### config.mk
export PLATFORM = sky130hd
export DESIGN_NAME = adc_status_flags
export DESIGN_NICKNAME = d
export VERILOG_FILES = /design/src/common/status_pkg.sv /design/src/hdl/axil_regs_slave.sv /design/src/hdl/event_flags.sv /design/src/hdl/adc_status_flags.sv
export SDC_FILE = /design/constraint.sdc
export NUM_CORES = 1
export LEC_CHECK = 0
export ABC_AREA = 1
export BUFFER_PORTS_ARGS = -buffer_cell sky130_fd_sc_hd__buf_4
export CAP_MARGIN = 20
export CORE_UTILIZATION = 52
export CTS_CLUSTER_DIAMETER = 120
export CTS_CLUSTER_SIZE = 24
export DETAILED_ROUTE_END_ITERATION = 7
export HOLD_SLACK_MARGIN = 0.08
export PLACE_DENSITY = 0.88
export SLEW_MARGIN = 40
export SYNTH_ARGS = -nofsm -noshare
export SYNTH_HDL_FRONTEND = slang
export SYNTH_SLANG_ARGS = --single-unit
### constraint.sdc
create_clock -name aclk -period 3.1 [get_ports aclk]
set_clock_uncertainty 0.1 [all_clocks]
set_input_delay 0.465 -clock aclk [delete_from_list [all_inputs] [get_ports aclk]]
set_output_delay 0.465 -clock aclk [all_outputs]
set_load 0.005 [all_outputs]
### src/common/status_pkg.sv
// Constants shared by the status register bank and its helpers.
// Assumes a 32-bit AXI4-Lite register bus with word-aligned byte addresses.

package status_pkg;

    // ------------------------------------------------------------
    // Register byte addresses
    // ------------------------------------------------------------
    localparam logic [7:0] ADDR_STATUS     = 8'h00;
    localparam logic [7:0] ADDR_IF_MODE    = 8'h04;
    localparam logic [7:0] ADDR_CONV_MODE  = 8'h08;
    localparam logic [7:0] ADDR_DATA       = 8'h0C;
    localparam logic [7:0] ADDR_IRQ_STATUS = 8'h10;
    localparam logic [7:0] ADDR_IRQ_CLEAR  = 8'h14;
    localparam logic [7:0] ADDR_IRQ_ENABLE = 8'h18;

    // ------------------------------------------------------------
    // Status register layout
    // ------------------------------------------------------------
    localparam int         STAT_READY_BIT = 7;
    localparam int         STAT_RANGE_BIT = 6;
    localparam int         STAT_CRC_BIT   = 5;
    localparam int         STAT_INTEG_BIT = 4;
    localparam int         STAT_CHAN_LSB  = 0;
    localparam int         CHAN_W         = 3;
    localparam logic [7:0] STATUS_RESET   = 8'h80;

    // ------------------------------------------------------------
    // Interface mode and converter mode layout
    // ------------------------------------------------------------
    localparam int          IFM_APPEND_BIT  = 6;
    localparam int          IFM_CHECK_BIT   = 5;
    localparam logic [15:0] IF_MODE_RESET   = 16'h0000;
    localparam logic [15:0] CONV_MODE_RESET = 16'h2000;
    localparam int          MODE_W          = 16;

    // ------------------------------------------------------------
    // Data path
    // ------------------------------------------------------------
    localparam int          DATA_W    = 24;
    localparam logic [23:0] DATA_FULL = 24'hFFFFFF;
    localparam logic [23:0] DATA_ZERO = 24'h000000;
    localparam logic [2:0]  BYTES_PLAIN    = 3'h3;
    localparam logic [2:0]  BYTES_APPENDED = 3'h4;

    // ------------------------------------------------------------
    // Interrupt events
    // ------------------------------------------------------------
    localparam int IRQ_N         = 4;
    localparam int IRQ_NEW_DATA  = 0;
    localparam int IRQ_RANGE     = 1;
    localparam int IRQ_CRC       = 2;
    localparam int IRQ_INTEG     = 3;

    // ------------------------------------------------------------
    // AXI responses
    // ------------------------------------------------------------
    localparam logic [1:0] RESP_OKAY   = 2'h0;
    localparam logic [1:0] RESP_SLVERR = 2'h2;

endpackage

### src/hdl/axil_regs_slave.sv
// AXI4-Lite slave front end: turns bus handshakes into one-cycle
// register write and read strobes.
// Assumes the register owner answers a read strobe combinationally.
`timescale 1ns/1ps

module axil_regs_slave (
    input  wire logic        aclk,
    input  wire logic        aresetn,
    input  wire logic [7:0]  s_axi_awaddr,
    input  wire logic        s_axi_awvalid,
    output logic             s_axi_awready,
    input  wire logic [31:0] s_axi_wdata,
    input  wire logic [3:0]  s_axi_wstrb,
    input  wire logic        s_axi_wvalid,
    output logic             s_axi_wready,
    output logic [1:0]       s_axi_bresp,
    output logic             s_axi_bvalid,
    input  wire logic        s_axi_bready,
    input  wire logic [7:0]  s_axi_araddr,
    input  wire logic        s_axi_arvalid,
    output logic             s_axi_arready,
    output logic [31:0]      s_axi_rdata,
    output logic [1:0]       s_axi_rresp,
    output logic             s_axi_rvalid,
    input  wire logic        s_axi_rready,
    output logic             wr_en,
    output logic [7:0]       wr_addr,
    output logic [31:0]      wr_data,
    output logic [3:0]       wr_strb,
    input  wire logic        wr_ok,
    output logic             rd_en,
    output logic [7:0]       rd_addr,
    input  wire logic [31:0] rd_data,
    input  wire logic        rd_ok
);

    logic aw_held;
    logic w_held;

    // ------------------------------------------------------------
    // Write channel
    // ------------------------------------------------------------
    // Address and data may arrive in either order; each is held until
    // both are present, then one write strobe fires and the response follows a cycle later.
    assign s_axi_awready = !aw_held && !s_axi_bvalid;
    assign s_axi_wready  = !w_held && !s_axi_bvalid;
    assign wr_en         = aw_held && w_held && !s_axi_bvalid;

    always_ff @(posedge aclk) begin
        if (!aresetn) begin
            aw_held <= 1'b0;
            wr_addr <= 8'h00;
        end else if (s_axi_awvalid && s_axi_awready) begin
            aw_held <= 1'b1;
            wr_addr <= s_axi_awaddr;
        end else if (wr_en) begin
            aw_held <= 1'b0;
        end
    end

    always_ff @(posedge aclk) begin
        if (!aresetn) begin
            w_held  <= 1'b0;
            wr_data <= 32'h00000000;
            wr_strb <= 4'h0;
        end else if (s_axi_wvalid && s_axi_wready) begin
            w_held  <= 1'b1;
            wr_data <= s_axi_wdata;
            wr_strb <= s_axi_wstrb;
        end else if (wr_en) begin
            w_held <= 1'b0;
        end
    end

    always_ff @(posedge aclk) begin
        if (!aresetn) begin
            s_axi_bvalid <= 1'b0;
            s_axi_bresp  <= status_pkg::RESP_OKAY;
        end else if (wr_en) begin
            s_axi_bvalid <= 1'b1;
            s_axi_bresp  <= wr_ok ? status_pkg::RESP_OKAY : status_pkg::RESP_SLVERR;
        end else if (s_axi_bready) begin
            s_axi_bvalid <= 1'b0;
        end
    end

    // ------------------------------------------------------------
    // Read channel
    // ------------------------------------------------------------
    assign s_axi_arready = !s_axi_rvalid;
    assign rd_en         = s_axi_arvalid && s_axi_arready;
    assign rd_addr       = s_axi_araddr;

    always_ff @(posedge aclk) begin
        if (!aresetn) begin
            s_axi_rvalid <= 1'b0;
            s_axi_rdata  <= 32'h00000000;
            s_axi_rresp  <= status_pkg::RESP_OKAY;
        end else if (rd_en) begin
            s_axi_rvalid <= 1'b1;
            s_axi_rdata  <= rd_data;
            s_axi_rresp  <= rd_ok ? status_pkg::RESP_OKAY : status_pkg::RESP_SLVERR;
        end else if (s_axi_rready) begin
            s_axi_rvalid <= 1'b0;
        end
    end

endmodule

### src/hdl/event_flags.sv
// Sticky event flags with write-one-to-clear and an enable mask.
// Assumes set and clear are one-cycle pulses on the same clock.
`timescale 1ns/1ps

module event_flags #(
    parameter int N = 4
) (
    input  wire logic         aclk,
    input  wire logic         aresetn,
    input  wire logic [N-1:0] set,
    input  wire logic [N-1:0] clear,
    input  wire logic [N-1:0] enable,
    output logic [N-1:0]      flags,
    output logic              irq
);

    genvar i;
    generate
        for (i = 0; i < N; i++) begin : g_flag
            // A set in the same cycle as a clear wins, so no event is lost
            always_ff @(posedge aclk) begin
                if (!aresetn) begin
                    flags[i] <= 1'b0;
                end else if (set[i]) begin
                    flags[i] <= 1'b1;
                end else if (clear[i]) begin
                    flags[i] <= 1'b0;
                end
            end
        end
    endgenerate

    assign irq = |(flags & enable);

endmodule

### src/hdl/adc_status_flags.sv
// Status register bank of a multiplexed converter: new-data, range,
// CRC and integrity flags, held result and channel, ready pin mirror.
// Assumes converter, CRC and serial logic run on aclk; only cs_n is a pin.
`timescale 1ns/1ps

module adc_status_flags (
    input  wire logic        aclk,
    input  wire logic        aresetn,
    // AXI4-Lite register bus
    input  wire logic [7:0]  s_axi_awaddr,
    input  wire logic        s_axi_awvalid,
    output logic             s_axi_awready,
    input  wire logic [31:0] s_axi_wdata,
    input  wire logic [3:0]  s_axi_wstrb,
    input  wire logic        s_axi_wvalid,
    output logic             s_axi_wready,
    output logic [1:0]       s_axi_bresp,
    output logic             s_axi_bvalid,
    input  wire logic        s_axi_bready,
    input  wire logic [7:0]  s_axi_araddr,
    input  wire logic        s_axi_arvalid,
    output logic             s_axi_arready,
    output logic [31:0]      s_axi_rdata,
    output logic [1:0]       s_axi_rresp,
    output logic             s_axi_rvalid,
    input  wire logic        s_axi_rready,
    // Converter side
    input  wire logic        result_valid,
    input  wire logic [23:0] result_data,
    input  wire logic        result_over,
    input  wire logic        result_under,
    input  wire logic [2:0]  result_channel,
    input  wire logic        calib_done,
    output logic             conv_restart,
    output logic [15:0]      conv_mode,
    // CRC and integrity checkers
    input  wire logic        crc_write_fail,
    input  wire logic        reg_mismatch,
    output logic             integrity_check_en,
    // Serial port side
    input  wire logic        cs_n,
    input  wire logic        serial_read_active,
    input  wire logic        serial_read_bit,
    input  wire logic        serial_data_read,
    input  wire logic        serial_status_read,
    output logic             dout_ready_out,
    output logic             dout_ready_oe,
    output logic [31:0]      read_frame,
    output logic [2:0]       read_frame_bytes,
    // Interrupt
    output logic             irq
);

    logic        wr_en;
    logic [7:0]  wr_addr;
    logic [31:0] wr_data;
    logic [3:0]  wr_strb;
    logic        wr_ok;
    logic        rd_en;
    logic [7:0]  rd_addr;
    logic [31:0] rd_data;
    logic        rd_ok;

    logic        ready_n;
    logic        range_err;
    logic        crc_err;
    logic        integ_err;
    logic [2:0]  held_channel;
    logic [23:0] data_reg;
    logic [15:0] if_mode;
    logic [7:0]  status;
    logic        append_status;

    logic        cs_meta;
    logic        cs_sync_n;

    logic        wr_if_mode;
    logic        wr_conv_mode;
    logic        rd_status;
    logic        rd_data_reg;
    logic        new_result;
    logic        range_now;

    logic [status_pkg::IRQ_N-1:0] irq_set;
    logic [status_pkg::IRQ_N-1:0] irq_clear;
    logic [status_pkg::IRQ_N-1:0] irq_enable;
    logic [status_pkg::IRQ_N-1:0] irq_flags;

    // ------------------------------------------------------------
    // Bus front end
    // ------------------------------------------------------------
    axil_regs_slave u_bus (
        .aclk          (aclk),
        .aresetn       (aresetn),
        .s_axi_awaddr  (s_axi_awaddr),
        .s_axi_awvalid (s_axi_awvalid),
        .s_axi_awready (s_axi_awready),
        .s_axi_wdata   (s_axi_wdata),
        .s_axi_wstrb   (s_axi_wstrb),
        .s_axi_wvalid  (s_axi_wvalid),
        .s_axi_wready  (s_axi_wready),
        .s_axi_bresp   (s_axi_bresp),
        .s_axi_bvalid  (s_axi_bvalid),
        .s_axi_bready  (s_axi_bready),
        .s_axi_araddr  (s_axi_araddr),
        .s_axi_arvalid (s_axi_arvalid),
        .s_axi_arready (s_axi_arready),
        .s_axi_rdata   (s_axi_rdata),
        .s_axi_rresp   (s_axi_rresp),
        .s_axi_rvalid  (s_axi_rvalid),
        .s_axi_rready  (s_axi_rready),
        .wr_en         (wr_en),
        .wr_addr       (wr_addr),
        .wr_data       (wr_data),
        .wr_strb       (wr_strb),
        .wr_ok         (wr_ok),
        .rd_en         (rd_en),
        .rd_addr       (rd_addr),
        .rd_data       (rd_data),
        .rd_ok         (rd_ok)
    );

    // ------------------------------------------------------------
    // Access decode
    // ------------------------------------------------------------
    assign wr_if_mode   = wr_en && (wr_addr == status_pkg::ADDR_IF_MODE);
    assign wr_conv_mode = wr_en && (wr_addr == status_pkg::ADDR_CONV_MODE);
    // Either port reading counts: the flags must not depend on which one the host used
    assign rd_status    = (rd_en && (rd_addr == status_pkg::ADDR_STATUS))
                          || serial_status_read;
    assign rd_data_reg  = (rd_en && (rd_addr == status_pkg::ADDR_DATA))
                          || serial_data_read;

    // Status is accepted but dropped; the flags are read-only
    always_comb begin
        unique case (wr_addr)
            status_pkg::ADDR_STATUS,
            status_pkg::ADDR_IF_MODE,
            status_pkg::ADDR_CONV_MODE,
            status_pkg::ADDR_IRQ_CLEAR,
            status_pkg::ADDR_IRQ_ENABLE: wr_ok = 1'b1;
            default:                     wr_ok = 1'b0;
        endcase
    end

    always_comb begin
        rd_ok   = 1'b1;
        rd_data = 32'h00000000;
        unique case (rd_addr)
            status_pkg::ADDR_STATUS:     rd_data[7:0] = status;
            status_pkg::ADDR_IF_MODE:    rd_data[15:0] = if_mode;
            status_pkg::ADDR_CONV_MODE:  rd_data[15:0] = conv_mode;
            status_pkg::ADDR_DATA:       rd_data[23:0] = data_reg;
            status_pkg::ADDR_IRQ_STATUS: rd_data[3:0] = irq_flags;
            status_pkg::ADDR_IRQ_ENABLE: rd_data[3:0] = irq_enable;
            default:                     rd_ok = 1'b0;
        endcase
    end

    // ------------------------------------------------------------
    // Mode registers
    // ------------------------------------------------------------
    always_ff @(posedge aclk) begin
        if (!aresetn) begin
            if_mode <= status_pkg::IF_MODE_RESET;
        end else if (wr_if_mode) begin
            if_mode <= wr_data[15:0];
        end
    end

    always_ff @(posedge aclk) begin
        if (!aresetn) begin
            conv_mode    <= status_pkg::CONV_MODE_RESET;
            conv_restart <= 1'b0;
        end else begin
            conv_restart <= wr_conv_mode;
            if (wr_conv_mode) begin
                conv_mode <= wr_data[15:0];
            end
        end
    end

    always_ff @(posedge aclk) begin
        if (!aresetn) begin
            irq_enable <= '0;
        end else if (wr_en && (wr_addr == status_pkg::ADDR_IRQ_ENABLE)) begin
            irq_enable <= wr_data[status_pkg::IRQ_N-1:0];
        end
    end

    assign append_status      = if_mode[status_pkg::IFM_APPEND_BIT];
    assign integrity_check_en = if_mode[status_pkg::IFM_CHECK_BIT];

    // ------------------------------------------------------------
    // Result capture
    // ------------------------------------------------------------
    assign new_result = result_valid || calib_done;
    assign range_now  = result_over || result_under;

    always_ff @(posedge aclk) begin
        if (!aresetn) begin
            data_reg     <= status_pkg::DATA_ZERO;
            held_channel <= '0;
        end else if (result_valid) begin
            held_channel <= result_channel;
            if (result_over) begin
                data_reg <= status_pkg::DATA_FULL;
            end else if (result_under) begin
                data_reg <= status_pkg::DATA_ZERO;
            end else begin
                data_reg <= result_data;
            end
        end
    end

    // ------------------------------------------------------------
    // Status flags
    // ------------------------------------------------------------
    // Flag is active low; a new result outranks a read or restart in the
    // same cycle so that result is never reported as already consumed.
    always_ff @(posedge aclk) begin
        if (!aresetn) begin
            ready_n <= status_pkg::STATUS_RESET[status_pkg::STAT_READY_BIT];
        end else if (new_result) begin
            ready_n <= 1'b0;
        end else if (rd_data_reg || wr_conv_mode) begin
            ready_n <= 1'b1;
        end
    end

    // Recomputed on every result_valid, so a clean result clears it
    always_ff @(posedge aclk) begin
        if (!aresetn) begin
            range_err <= status_pkg::STATUS_RESET[status_pkg::STAT_RANGE_BIT];
        end else if (result_valid) begin
            range_err <= range_now;
        end
    end

    always_ff @(posedge aclk) begin
        if (!aresetn) begin
            crc_err <= status_pkg::STATUS_RESET[status_pkg::STAT_CRC_BIT];
        end else if (crc_write_fail) begin
            crc_err <= 1'b1;
        end else if (rd_status) begin
            crc_err <= 1'b0;
        end
    end

    // Only clearing the check enable clears it; reads leave it alone
    always_ff @(posedge aclk) begin
        if (!aresetn) begin
            integ_err <= status_pkg::STATUS_RESET[status_pkg::STAT_INTEG_BIT];
        end else if (!integrity_check_en) begin
            integ_err <= 1'b0;
        end else if (reg_mismatch) begin
            integ_err <= 1'b1;
        end
    end

    always_comb begin
        status = '0;
        status[status_pkg::STAT_READY_BIT] = ready_n;
        status[status_pkg::STAT_RANGE_BIT] = range_err;
        status[status_pkg::STAT_CRC_BIT]   = crc_err;
        status[status_pkg::STAT_INTEG_BIT] = integ_err;
        status[status_pkg::STAT_CHAN_LSB +: status_pkg::CHAN_W] = held_channel;
    end

    // ------------------------------------------------------------
    // Serial read frame and ready pin
    // ------------------------------------------------------------
    // Status rides in the low byte after the result
    always_ff @(posedge aclk) begin
        if (!aresetn) begin
            read_frame       <= {status_pkg::DATA_ZERO, status_pkg::STATUS_RESET};
            read_frame_bytes <= status_pkg::BYTES_PLAIN;
        end else begin
            read_frame       <= {data_reg, status};
            read_frame_bytes <= append_status ? status_pkg::BYTES_APPENDED
                                              : status_pkg::BYTES_PLAIN;
        end
    end

    // Chip select is a pin: two flops before use
    always_ff @(posedge aclk) begin
        if (!aresetn) begin
            cs_meta   <= 1'b1;
            cs_sync_n <= 1'b1;
        end else begin
            cs_meta   <= cs_n;
            cs_sync_n <= cs_meta;
        end
    end

    always_ff @(posedge aclk) begin
        if (!aresetn) begin
            dout_ready_out <= 1'b1;
            dout_ready_oe  <= 1'b0;
        end else begin
            dout_ready_oe  <= !cs_sync_n;
            dout_ready_out <= serial_read_active ? serial_read_bit : ready_n;
        end
    end

    // ------------------------------------------------------------
    // Interrupts
    // ------------------------------------------------------------
    always_comb begin
        irq_set = '0;
        irq_set[status_pkg::IRQ_NEW_DATA] = new_result;
        irq_set[status_pkg::IRQ_RANGE]    = result_valid && range_now;
        irq_set[status_pkg::IRQ_CRC]      = crc_write_fail;
        irq_set[status_pkg::IRQ_INTEG]    = integrity_check_en && reg_mismatch;
    end

    assign irq_clear = (wr_en && (wr_addr == status_pkg::ADDR_IRQ_CLEAR))
                       ? wr_data[status_pkg::IRQ_N-1:0] : '0;

    event_flags #(
        .N (status_pkg::IRQ_N)
    ) u_events (
        .aclk    (aclk),
        .aresetn (aresetn),
        .set     (irq_set),
        .clear   (irq_clear),
        .enable  (irq_enable),
        .flags   (irq_flags),
        .irq     (irq)
    );

endmodule

==> flow_summary.ini, run 1 <==
[run_status]
status = finished clean

[yosys]
synth_area_per_cell_sq_um = 8.11
yosysMostFrequentCell = dfxtp_1
synthTopCellsByArea = dfxtp_1 (53%), nand2_1 (7.7%), nand3_1 (6.4%)
synth_warnings = 0
seq_area_frac_synth = 0.535
synth_edf_count = 0
synth_top_area_share = 0.535
syn_area_sq_um = 6100
ys_seq_elements = 163
synth_cells = 753
synthArstFlopShare = 0
ys_types = 29
synth_common_cells = dfxtp_1 (163), nand2_1 (125), nand3_1 (78)
yosys_most_used_dff = dfxtp_1
synth_top_area_cell = dfxtp_1

[routing]
viasPerCell = 5.30
post_drt_wl_per_cell_um = 15.1
drc = 0
routed_wl_um = 15800
drt_iter0_drc = 407
dr.pass1.iters = 5
num_vias = 5567
drtAntennaViolNets = 0

[cts]
clkSinkCount = 163
cts_tree = done
numCtsBuffers = 17
post_cts_resized = 0
cts_root_buffer = clkbuf_16
hold_buffers = 0
cts_max_level = 4
cts.path.max_buffers = 2
clock_latency_ps = 430
postCtsSetupBuffers = 0
cts.clk_slew.worst_paths_ps = 60

[flow_run]
drv_cap = 0

[timing]
tightest_slew_ps = 756
fmax_mhz = 502
max_slew_margin = 0.495
fin_ws_ps = 1110
period_needed_ps = 1990
slew_violations = 0
setup-tns-final_ps = 0
fin_crit_sh = 0.643
hold_viol = 0
holdWs_ps = 132
setup_violations = 0
rsz0062_at_grt = false

[global_routing]
grt_usage = 0.271
overflow = 0
grt_antenna_before_repair = 0
grt_pass1_wl_um = 24700
grt_pass1_vias = 5146
grt_max_degree = 53

[setup_path]
path_class = flip-flop to flip-flop
end_kind = flip-flop
r2r-end = conv_mode[4]
startpoint_type = flip-flop
cp.required_ps = 3330
path_max_fanout = 30
reg2reg_from = u_bus.wr_addr[7]
r2r_cells = 7
r2r_setup_slack_ps = 1110
crit_arrival_ps = 2220

[floorplanning]
die_x_um = 110
floorplan.initialDensity = 0.535
core_area_sq_um = 11400
dieArea_sq_um = 12200
die_h_um = 110
row_count = 39
pin_count = 194

[cells_and_area]
antenna_cells = 0
area_growth_syn_to_layout_pct = 31.9
largest_reg_flops = 31
drive_above_1_share = 0.246
layout.cells.non_filler = 1051
stdcell_area_sq_um = 8050
nets = 992
n_fill_cell = 899

[place]
place.gp.congestion = 0.912
dpl.hpwl_um = 10700
dp_cells = 1019
pre_cts_ws_ps = 977
place_area_sq_um = 7280
io_buffers = 162

[min_path]
min_to = cs_meta
min_path_cells = 2
hp-start = cs_n
hold_class = primary input to flip-flop

[pwr]
p_leak_nw = 3.78
p_per_area_nw_per_um2 = 664
peakVddDrop_v = 0.000503
==> through the flow <==
| step | power, mW | util |
|---|---|---|
| floorplan | 2.51 | - |
| global placement | 2.68 | 0.637 |
| detailed placement | 2.69 | 0.637 |
| CTS | 5.36 | 0.705 |
| global route | 5.53 | 0.705 |
| finish | 5.34 | 0.705 |
==> cell usage in the layout, fill, tap and decap left out, types with 2 or more instances in the layout <==
cell type and n:
bufinv_16 10, conb_1 11, clkinvlp_4 2, nand4_1 6
nor2_2 5, nand2_1 124, o22ai_1 3, a211oi_2 8
a21oi_1 55, a211oi_1 10, clkbuf_16 17, nand2_2 3
clkinv_2 2, nor2_1 65, dfxtp_1 163, inv_1 76
or2_2 2, buf_4 167, nand3_1 78, o21ai_1 4
a22oi_1 24, inv_2 3, o21a_1 3, o21ai_0 59
==> final cells by class <==
cell class / instances / area [sq um] / share of cell area
Multi-Input combinational cell: 465 / 2280 / 0.283
Sequential cell: 163 / 3260 / 0.405
Tap cell: 143 / 179 / 0.0222
Clock buffer: 18 / 439 / 0.0546
Timing Repair Buffer: 167 / 1250 / 0.156
Inverter: 81 / 305 / 0.0379
Clock inverter: 14 / 329 / 0.0409
==> power by group <==
part	internal [mW]	leakage (nW)	total, mW	switching, mW
Sequential	2.20	1.34	2.25	0.0462
Clock	1.86	0.366	2.70	0.839
Combinational	0.175	2.08	0.403	0.228
==> worst max-delay path, stage by stage, from the launching register on <==
cell and delay [ps]:
dfxtp_1 310, nor2_1 100, nand2_1 100, nor2_2 160, nand3_1 300, inv_2 540
nor2_1 110, a211oi_2 180
==> routing by layer <==
metal | track usage | share of wire
met1 | 0.317 | 0.40
met5 | 0 | 0
met3 | 0.0841 | 0.078
met4 | 0.125 | 0.031
met2 | 0.452 | 0.49
==> worst max-delay path by stage <==
stage | slack [ps] | start | depth (start not counted) | endpoint
after floorplan | 1600 | s_axi_araddr[0] | 8 | u_bus.s_axi_rdata[10]
final | 1110 | u_bus.wr_addr[7] | 7 | conv_mode[4]
after detailed placement | 980 | s_axi_araddr[0] | 10 | u_bus.s_axi_rdata[3]
after global routing | 920 | u_bus.wr_addr[7] | 7 | conv_mode[0]
after global placement | 1030 | s_axi_araddr[0] | 10 | u_bus.s_axi_rdata[3]
after CTS | 1150 | u_bus.wr_addr[7] | 7 | conv_mode[0]
==> logic make-up after synthesis <==
kind of cell | count (synthesis) | synth area share
compound gates | 169 | 0.166
buf+inv | 135 | 0.0982
flops | 163 | 0.535
other cells | 1 | 0.000614
simple gates | 285 | 0.201
No activity file was read; power rests on OpenSTA's default activity.
==> run 2, diff against run 1 <==
- CORE_UTILIZATION: 52 -> 46
- PLACE_DENSITY: 0.88 -> 0.83
- clock period: 3.1 -> 1.6 ns (I/O delays scaled with it)
==> run 2 against run 1 <==
- critical path type unchanged
- the flow now finishes with violations (negative setup slack)
- via count rose by 8.4%
- core utilization rose by 0.26 points
- non-clock buffer count rose by 93
- setup slack got worse by 1200 ps
- fmax rose by 20%
- first-iteration DRC count fell by 0.49%
- power rose by 82%
- wire length rose by 16%
- largest power group is now sequential cells
- die area rose by 13%
- critical path depth rose by 2
- largest cell class unchanged
- clock power rose by 61%
==> flow_summary.ini, run 2 (synthesis gave the netlist of run 1 again) <==
[setup_path]
critPathBufInv = 3
startpoint_type = flip-flop
path_cells = nand2_2, nor2_4, inv_2, nor3_4, nand2_2, inv_4, buf_12, o21ai_0, a21oi_1
path_delay_family = simple AND/OR/NAND/NOR gates
path_max_fanout = 15
critPathMaxStageDelay_ps = 370
cp.required_ps = 1850
r2r_setup_slack_ps = -60
cp_common_cell = nand2_2
r2r-end = if_mode[5]
reg2reg_from = u_bus.aw_held
crit_arrival_ps = 1910
end_kind = flip-flop
slowest_stage = dfxtp_2
r2r_cells = 9
path_class = flip-flop to flip-flop

[timing]
slew_violations = 0
hold_viol = 0
rsz0062_at_grt = true
fmax_mhz = 603
holdWs_ps = 131
period_needed_ps = 1660
fin_crit_sh = 1.04
setup_violations = 17
setup-tns-final_ps = -538
fin_ws_ps = -59.2

[floorplanning]
core_area_sq_um = 12800
pin_count = 194
dieArea_sq_um = 13700
die_x_um = 117
die_h_um = 117
row_count = 41
floorplan.initialDensity = 0.478

[cells_and_area]
area_growth_syn_to_layout_pct = 48.1
final_cell_mix = buf_4 (181), dfxtp_1 (160), nand2_1 (123), nand3_1 (78), inv_1 (77)
nets = 1085
largest_reg_flops = 31
drive_above_1_share = 0.261
final_common_cell = buf_4
antenna_cells = 0
fin_util = 0.708
n_fill_cell = 958

[pwr]
power_mw = 9.72
p_leak_nw = 4.20
peakVddDrop_v = 0.000709
p_per_area_nw_per_um2 = 1080

[cts]
cts_max_level = 4
cts_tree = done
cts.clk_slew.worst_paths_ps = 60
cts.path.max_buffers = 2
clkSinkCount = 163
numCtsBuffers = 17
clock_latency_ps = 430
cts_root_buffer = clkbuf_16

[place]
pre_cts_ws_ps = 44.8
place.gp.congestion = 0.865
dpl.hpwl_um = 11200
io_buffers = 162

[flow_run]
drv_cap = 0

[global_routing]
grt_pass1_vias = 5610
grt_max_degree = 48
grt_usage = 0.264
grt_antenna_before_repair = 0
grt_pass1_wl_um = 27300
overflow = 0

[routing]
drt_iter0_drc = 405
drtAntennaViolNets = 0
routed_wl_um = 18400
post_drt_wl_per_cell_um = 15.7
drc = 0
num_vias = 6033
viasPerCell = 5.14
dr.pass1.iters = 5

[min_path]
min_path_cells = 3
hp-start = aresetn
hold_class = primary input to flip-flop
min_to = cs_meta

[run_status]
violations = negative setup slack
status = finished, violations left
run 2: cell types whose count changed in the layout (fill, tap and decap cells not counted), moves of 4 or more:
| cell | previous run | this run |
|---|---|---|
| nor2_1 | 65 | 61 |
| o21ai_1 | 4 | 8 |
| o21ai_0 | 59 | 55 |
| dlygate4sd3_1 | 0 | 66 |
| bufinv_16 | 10 | 4 |
| buf_12 | 0 | 10 |
| buf_4 | 167 | 181 |
run 2: repair_timing:
action / 4_1_cts / 5_1_grt
resized for setup: 0 / 21
endpoints found under the hold margin: 73 / 0
buffers inserted: 0 / 5
hold buffers: 66 / 0
endpoints found under the setup margin: 0 / 39
run 2: per-layer routing:
metal | global-route usage | vias to the layer above | part of all wire
li1 | - | 2929 | -
met1 | 0.304 | 2809 | 0.40
met2 | 0.461 | 244 | 0.50
met3 | 0.0721 | 51 | 0.068
met4 | 0.115 | 0 | 0.035
met5 | 0 | - | 0
run 2: worst max path at each step:
stage                             from               endpoint  cells after the start
floorplan           u_bus.s_axi_rvalid                crc_err                      7
global placement       s_axi_araddr[5]                ready_n                     11
detailed placement     s_axi_araddr[5]  u_bus.s_axi_rdata[23]                      9
CTS                      irq_enable[2]                    irq                      3
global route             u_bus.aw_held             if_mode[5]                      9
finish                   u_bus.aw_held             if_mode[5]                      9
run 2: power by group:
group / internal [mW] / switching [mW] / leakage, nW / total (mW)
logic: 0.495 / 0.513 / 2.55 / 1.01
registers: 4.27 / 0.0961 / 1.34 / 4.36
clock network: 2.77 / 1.58 / 0.309 / 4.35
run 2: area by class of cell:
class / instances / area, sq um / area share
clock buffer: 23 / 488 / 0.0540
clock inverter: 9 / 150 / 0.0166
multi-input combinational: 465 / 2330 / 0.258
inverter: 81 / 307 / 0.0339
sequential: 163 / 3270 / 0.361
timing repair buffer: 260 / 2280 / 0.252
tap: 172 / 215 / 0.0238
run 2: worst register-to-register path: cells and delay by family, from the launching register on:
family | cells | cell delay [ps]
and+or+nand+nor | 4 | 590
DFF | 1 | 370
AOI/OAI and AO/OA | 2 | 230
buffers and inverters | 3 | 300
run 2: through the flow:
step | std cells | cell area, sq um
finish | 1173 | 9040
floorplan | 763 | 6140
detailed placement | 1067 | 7560
global route | 1173 | 9040
CTS | 1165 | 8860
global placement | 1067 | 7560
==> run 3, diff against run 2 <==
- MAX_ROUTING_LAYER: unset -> met4
==> run 3 against run 2 <==
- combinational power about the same
- worst hold slack better by 18 ps
- wire length up 4.8%
- final cell count up 0.34%
- the flow still finishes with violations (negative setup slack)
- critical path type unchanged
- register-to-register slack worse by 30 ps
- largest cell class unchanged
==> flow_summary.ini, run 3 (synthesis gave the netlist of run 1 again) <==
[global_routing]
grt_pass1_vias = 5634
grt_usage = 0.273
grt_antenna_before_repair = 0
overflow = 0
grt_max_degree = 50
grt_pass1_wl_um = 27300

[pwr]
internal_power_mw = 7.84
p_per_area_nw_per_um2 = 1100
swShare = 0.226
pwr-share-seq = 0.431
peakVddDrop_v = 0.000791
combPwrFrac = 0.101
p_leak_nw = 4.26
switchingPower_mw = 2.29
p_clk_frac = 0.468

[floorplanning]
row_count = 41
dieArea_sq_um = 13700
floorplan.initialDensity = 0.478
pin_count = 194
core_area_sq_um = 12800
die_h_um = 117
die_x_um = 117

[setup_path]
path_max_fanout = 8
critPathBufInv = 3
crit_arrival_ps = 1930
critPathMaxStageDelay_ps = 350
path_cells = nand2_2, nor2_4, inv_2, buf_4, buf_4, nor2_4, nor2_1, a211oi_2
startpoint_type = flip-flop
path_class = flip-flop to flip-flop
cp.required_ps = 1840
worstSetupStartpoint = u_bus.aw_held
end_kind = flip-flop
path_delay_family = simple AND/OR/NAND/NOR gates
slowest_stage = dfxtp_2
reg2reg_from = u_bus.aw_held

[timing]
setup-tns-final_ps = -194
fin_ws_ps = -91.3
holdWs_ps = 149
fin_crit_sh = 1.06
slew_violations = 0
hold_viol = 0
period_needed_ps = 1690
rsz0062_at_grt = true
fmax_mhz = 591
setup_violations = 5

[routing]
drc = 0
num_vias = 6180
drt_iter0_drc = 597
viasPerCell = 5.25
post_drt_wl_per_cell_um = 16.4
dr.pass1.iters = 5
routed_wl_um = 19300
drtAntennaViolNets = 0

[place]
dp_cells = 1069
dpl.hpwl_um = 11500
io_buffers = 162
place.gp.congestion = 0.879

[cts]
cts.path.max_buffers = 2
cts_tree = done
cts_root_buffer = clkbuf_16
cts_max_level = 4
clock_latency_ps = 430
cts.clk_slew.worst_paths_ps = 60
clkSinkCount = 163
numCtsBuffers = 17

[cells_and_area]
ff_latch_area_sq_um = 3270
n_fill_cell = 926
drive_above_1_share = 0.275
fin_util = 0.718
largest_reg_flops = 31
area_growth_syn_to_layout_pct = 50.2
final_common_cell = buf_4
layout.cells.non_filler = 1177
multiInputGateArea_sq_um = 2370
final_cell_mix = buf_4 (187), dfxtp_1 (160), nand2_1 (122), nand3_1 (77), inv_1 (75)
nets = 1090
antenna_cells = 0

[min_path]
hold_class = primary input to flip-flop
hp-start = aresetn

[flow_run]
drv_cap = 0

[run_status]
status = finished, violations left
violations = negative setup slack
run 3: cell count changes in the layout (fill, tap and decap cells not counted), sizes merged:
cell / change
bufinv: +3
clkinv: +3
dlygate4sd3: -1
inv: -2
buf: +5
clkbuf: -4
run 3: path summary, 6_finish.rpt:
check                           slack [ps]       endpoint  depth (start not counted)
worst max register to register         -90  irq_enable[1]                          8
worst min-delay path                   150        ready_n                          3
worst max-delay path                   -90  irq_enable[1]                          8
worst min register to register         280  dout_ready_oe                          1
run 3: repair_timing:
action                     CTS  global route
setup endpoints to repair    0            40
hold endpoints to repair    72             0
setup buffers                0             8
hold buffers                65             0
gates resized for setup      0            34
run 3: cell type report:
| cell class | instances | area share |
|---|---|---|
| timing repair buffer | 265 | 0.253 |
| tap | 172 | 0.0235 |
| clock buffer | 18 | 0.0468 |
| sequential | 163 | 0.356 |
| clock inverter | 13 | 0.0281 |
| inverter | 81 | 0.0341 |
| multi-input combinational | 465 | 0.258 |
run 3: layer usage:
layer / wire, um / GRT usage / part of all wire
met1: 7650 / 0.311 / 0.40
met2: 9590 / 0.455 / 0.50
met3: 1330 / 0.0577 / 0.069
met4: 722 / 0.135 / 0.037
met5: 0 / - / 0
run 3: power by group through the flow:
stage	logic (mW)	clock network (mW)	registers [mW]
2_1_floorplan	0.437	0	4.42
3_3_place_gp	0.811	0	4.43
3_5_place_dp	0.830	0	4.44
4_1_cts	0.967	4.75	4.35
5_1_grt	1.12	4.95	4.38
6_report	1.03	4.74	4.36
run 3: through the flow:
stage	setup WS, ps	instance area, sq um	total power [mW]
2_1_floorplan	234	6140	4.86
3_3_place_gp	85.5	7570	5.24
3_5_place_dp	35.6	7570	5.27
4_1_cts	21.9	8910	10.1
5_1_grt	-113	9170	10.4
6_report	-91.3	9170	10.1
run 3: worst reg2reg max path, stage by stage (launching register included):
cell      delay [ps]
dfxtp_2          350
nand2_2           90
nor2_4           150
inv_2             80
buf_4            140
buf_4            150
nor2_4           220
nor2_1           130
a211oi_2         200
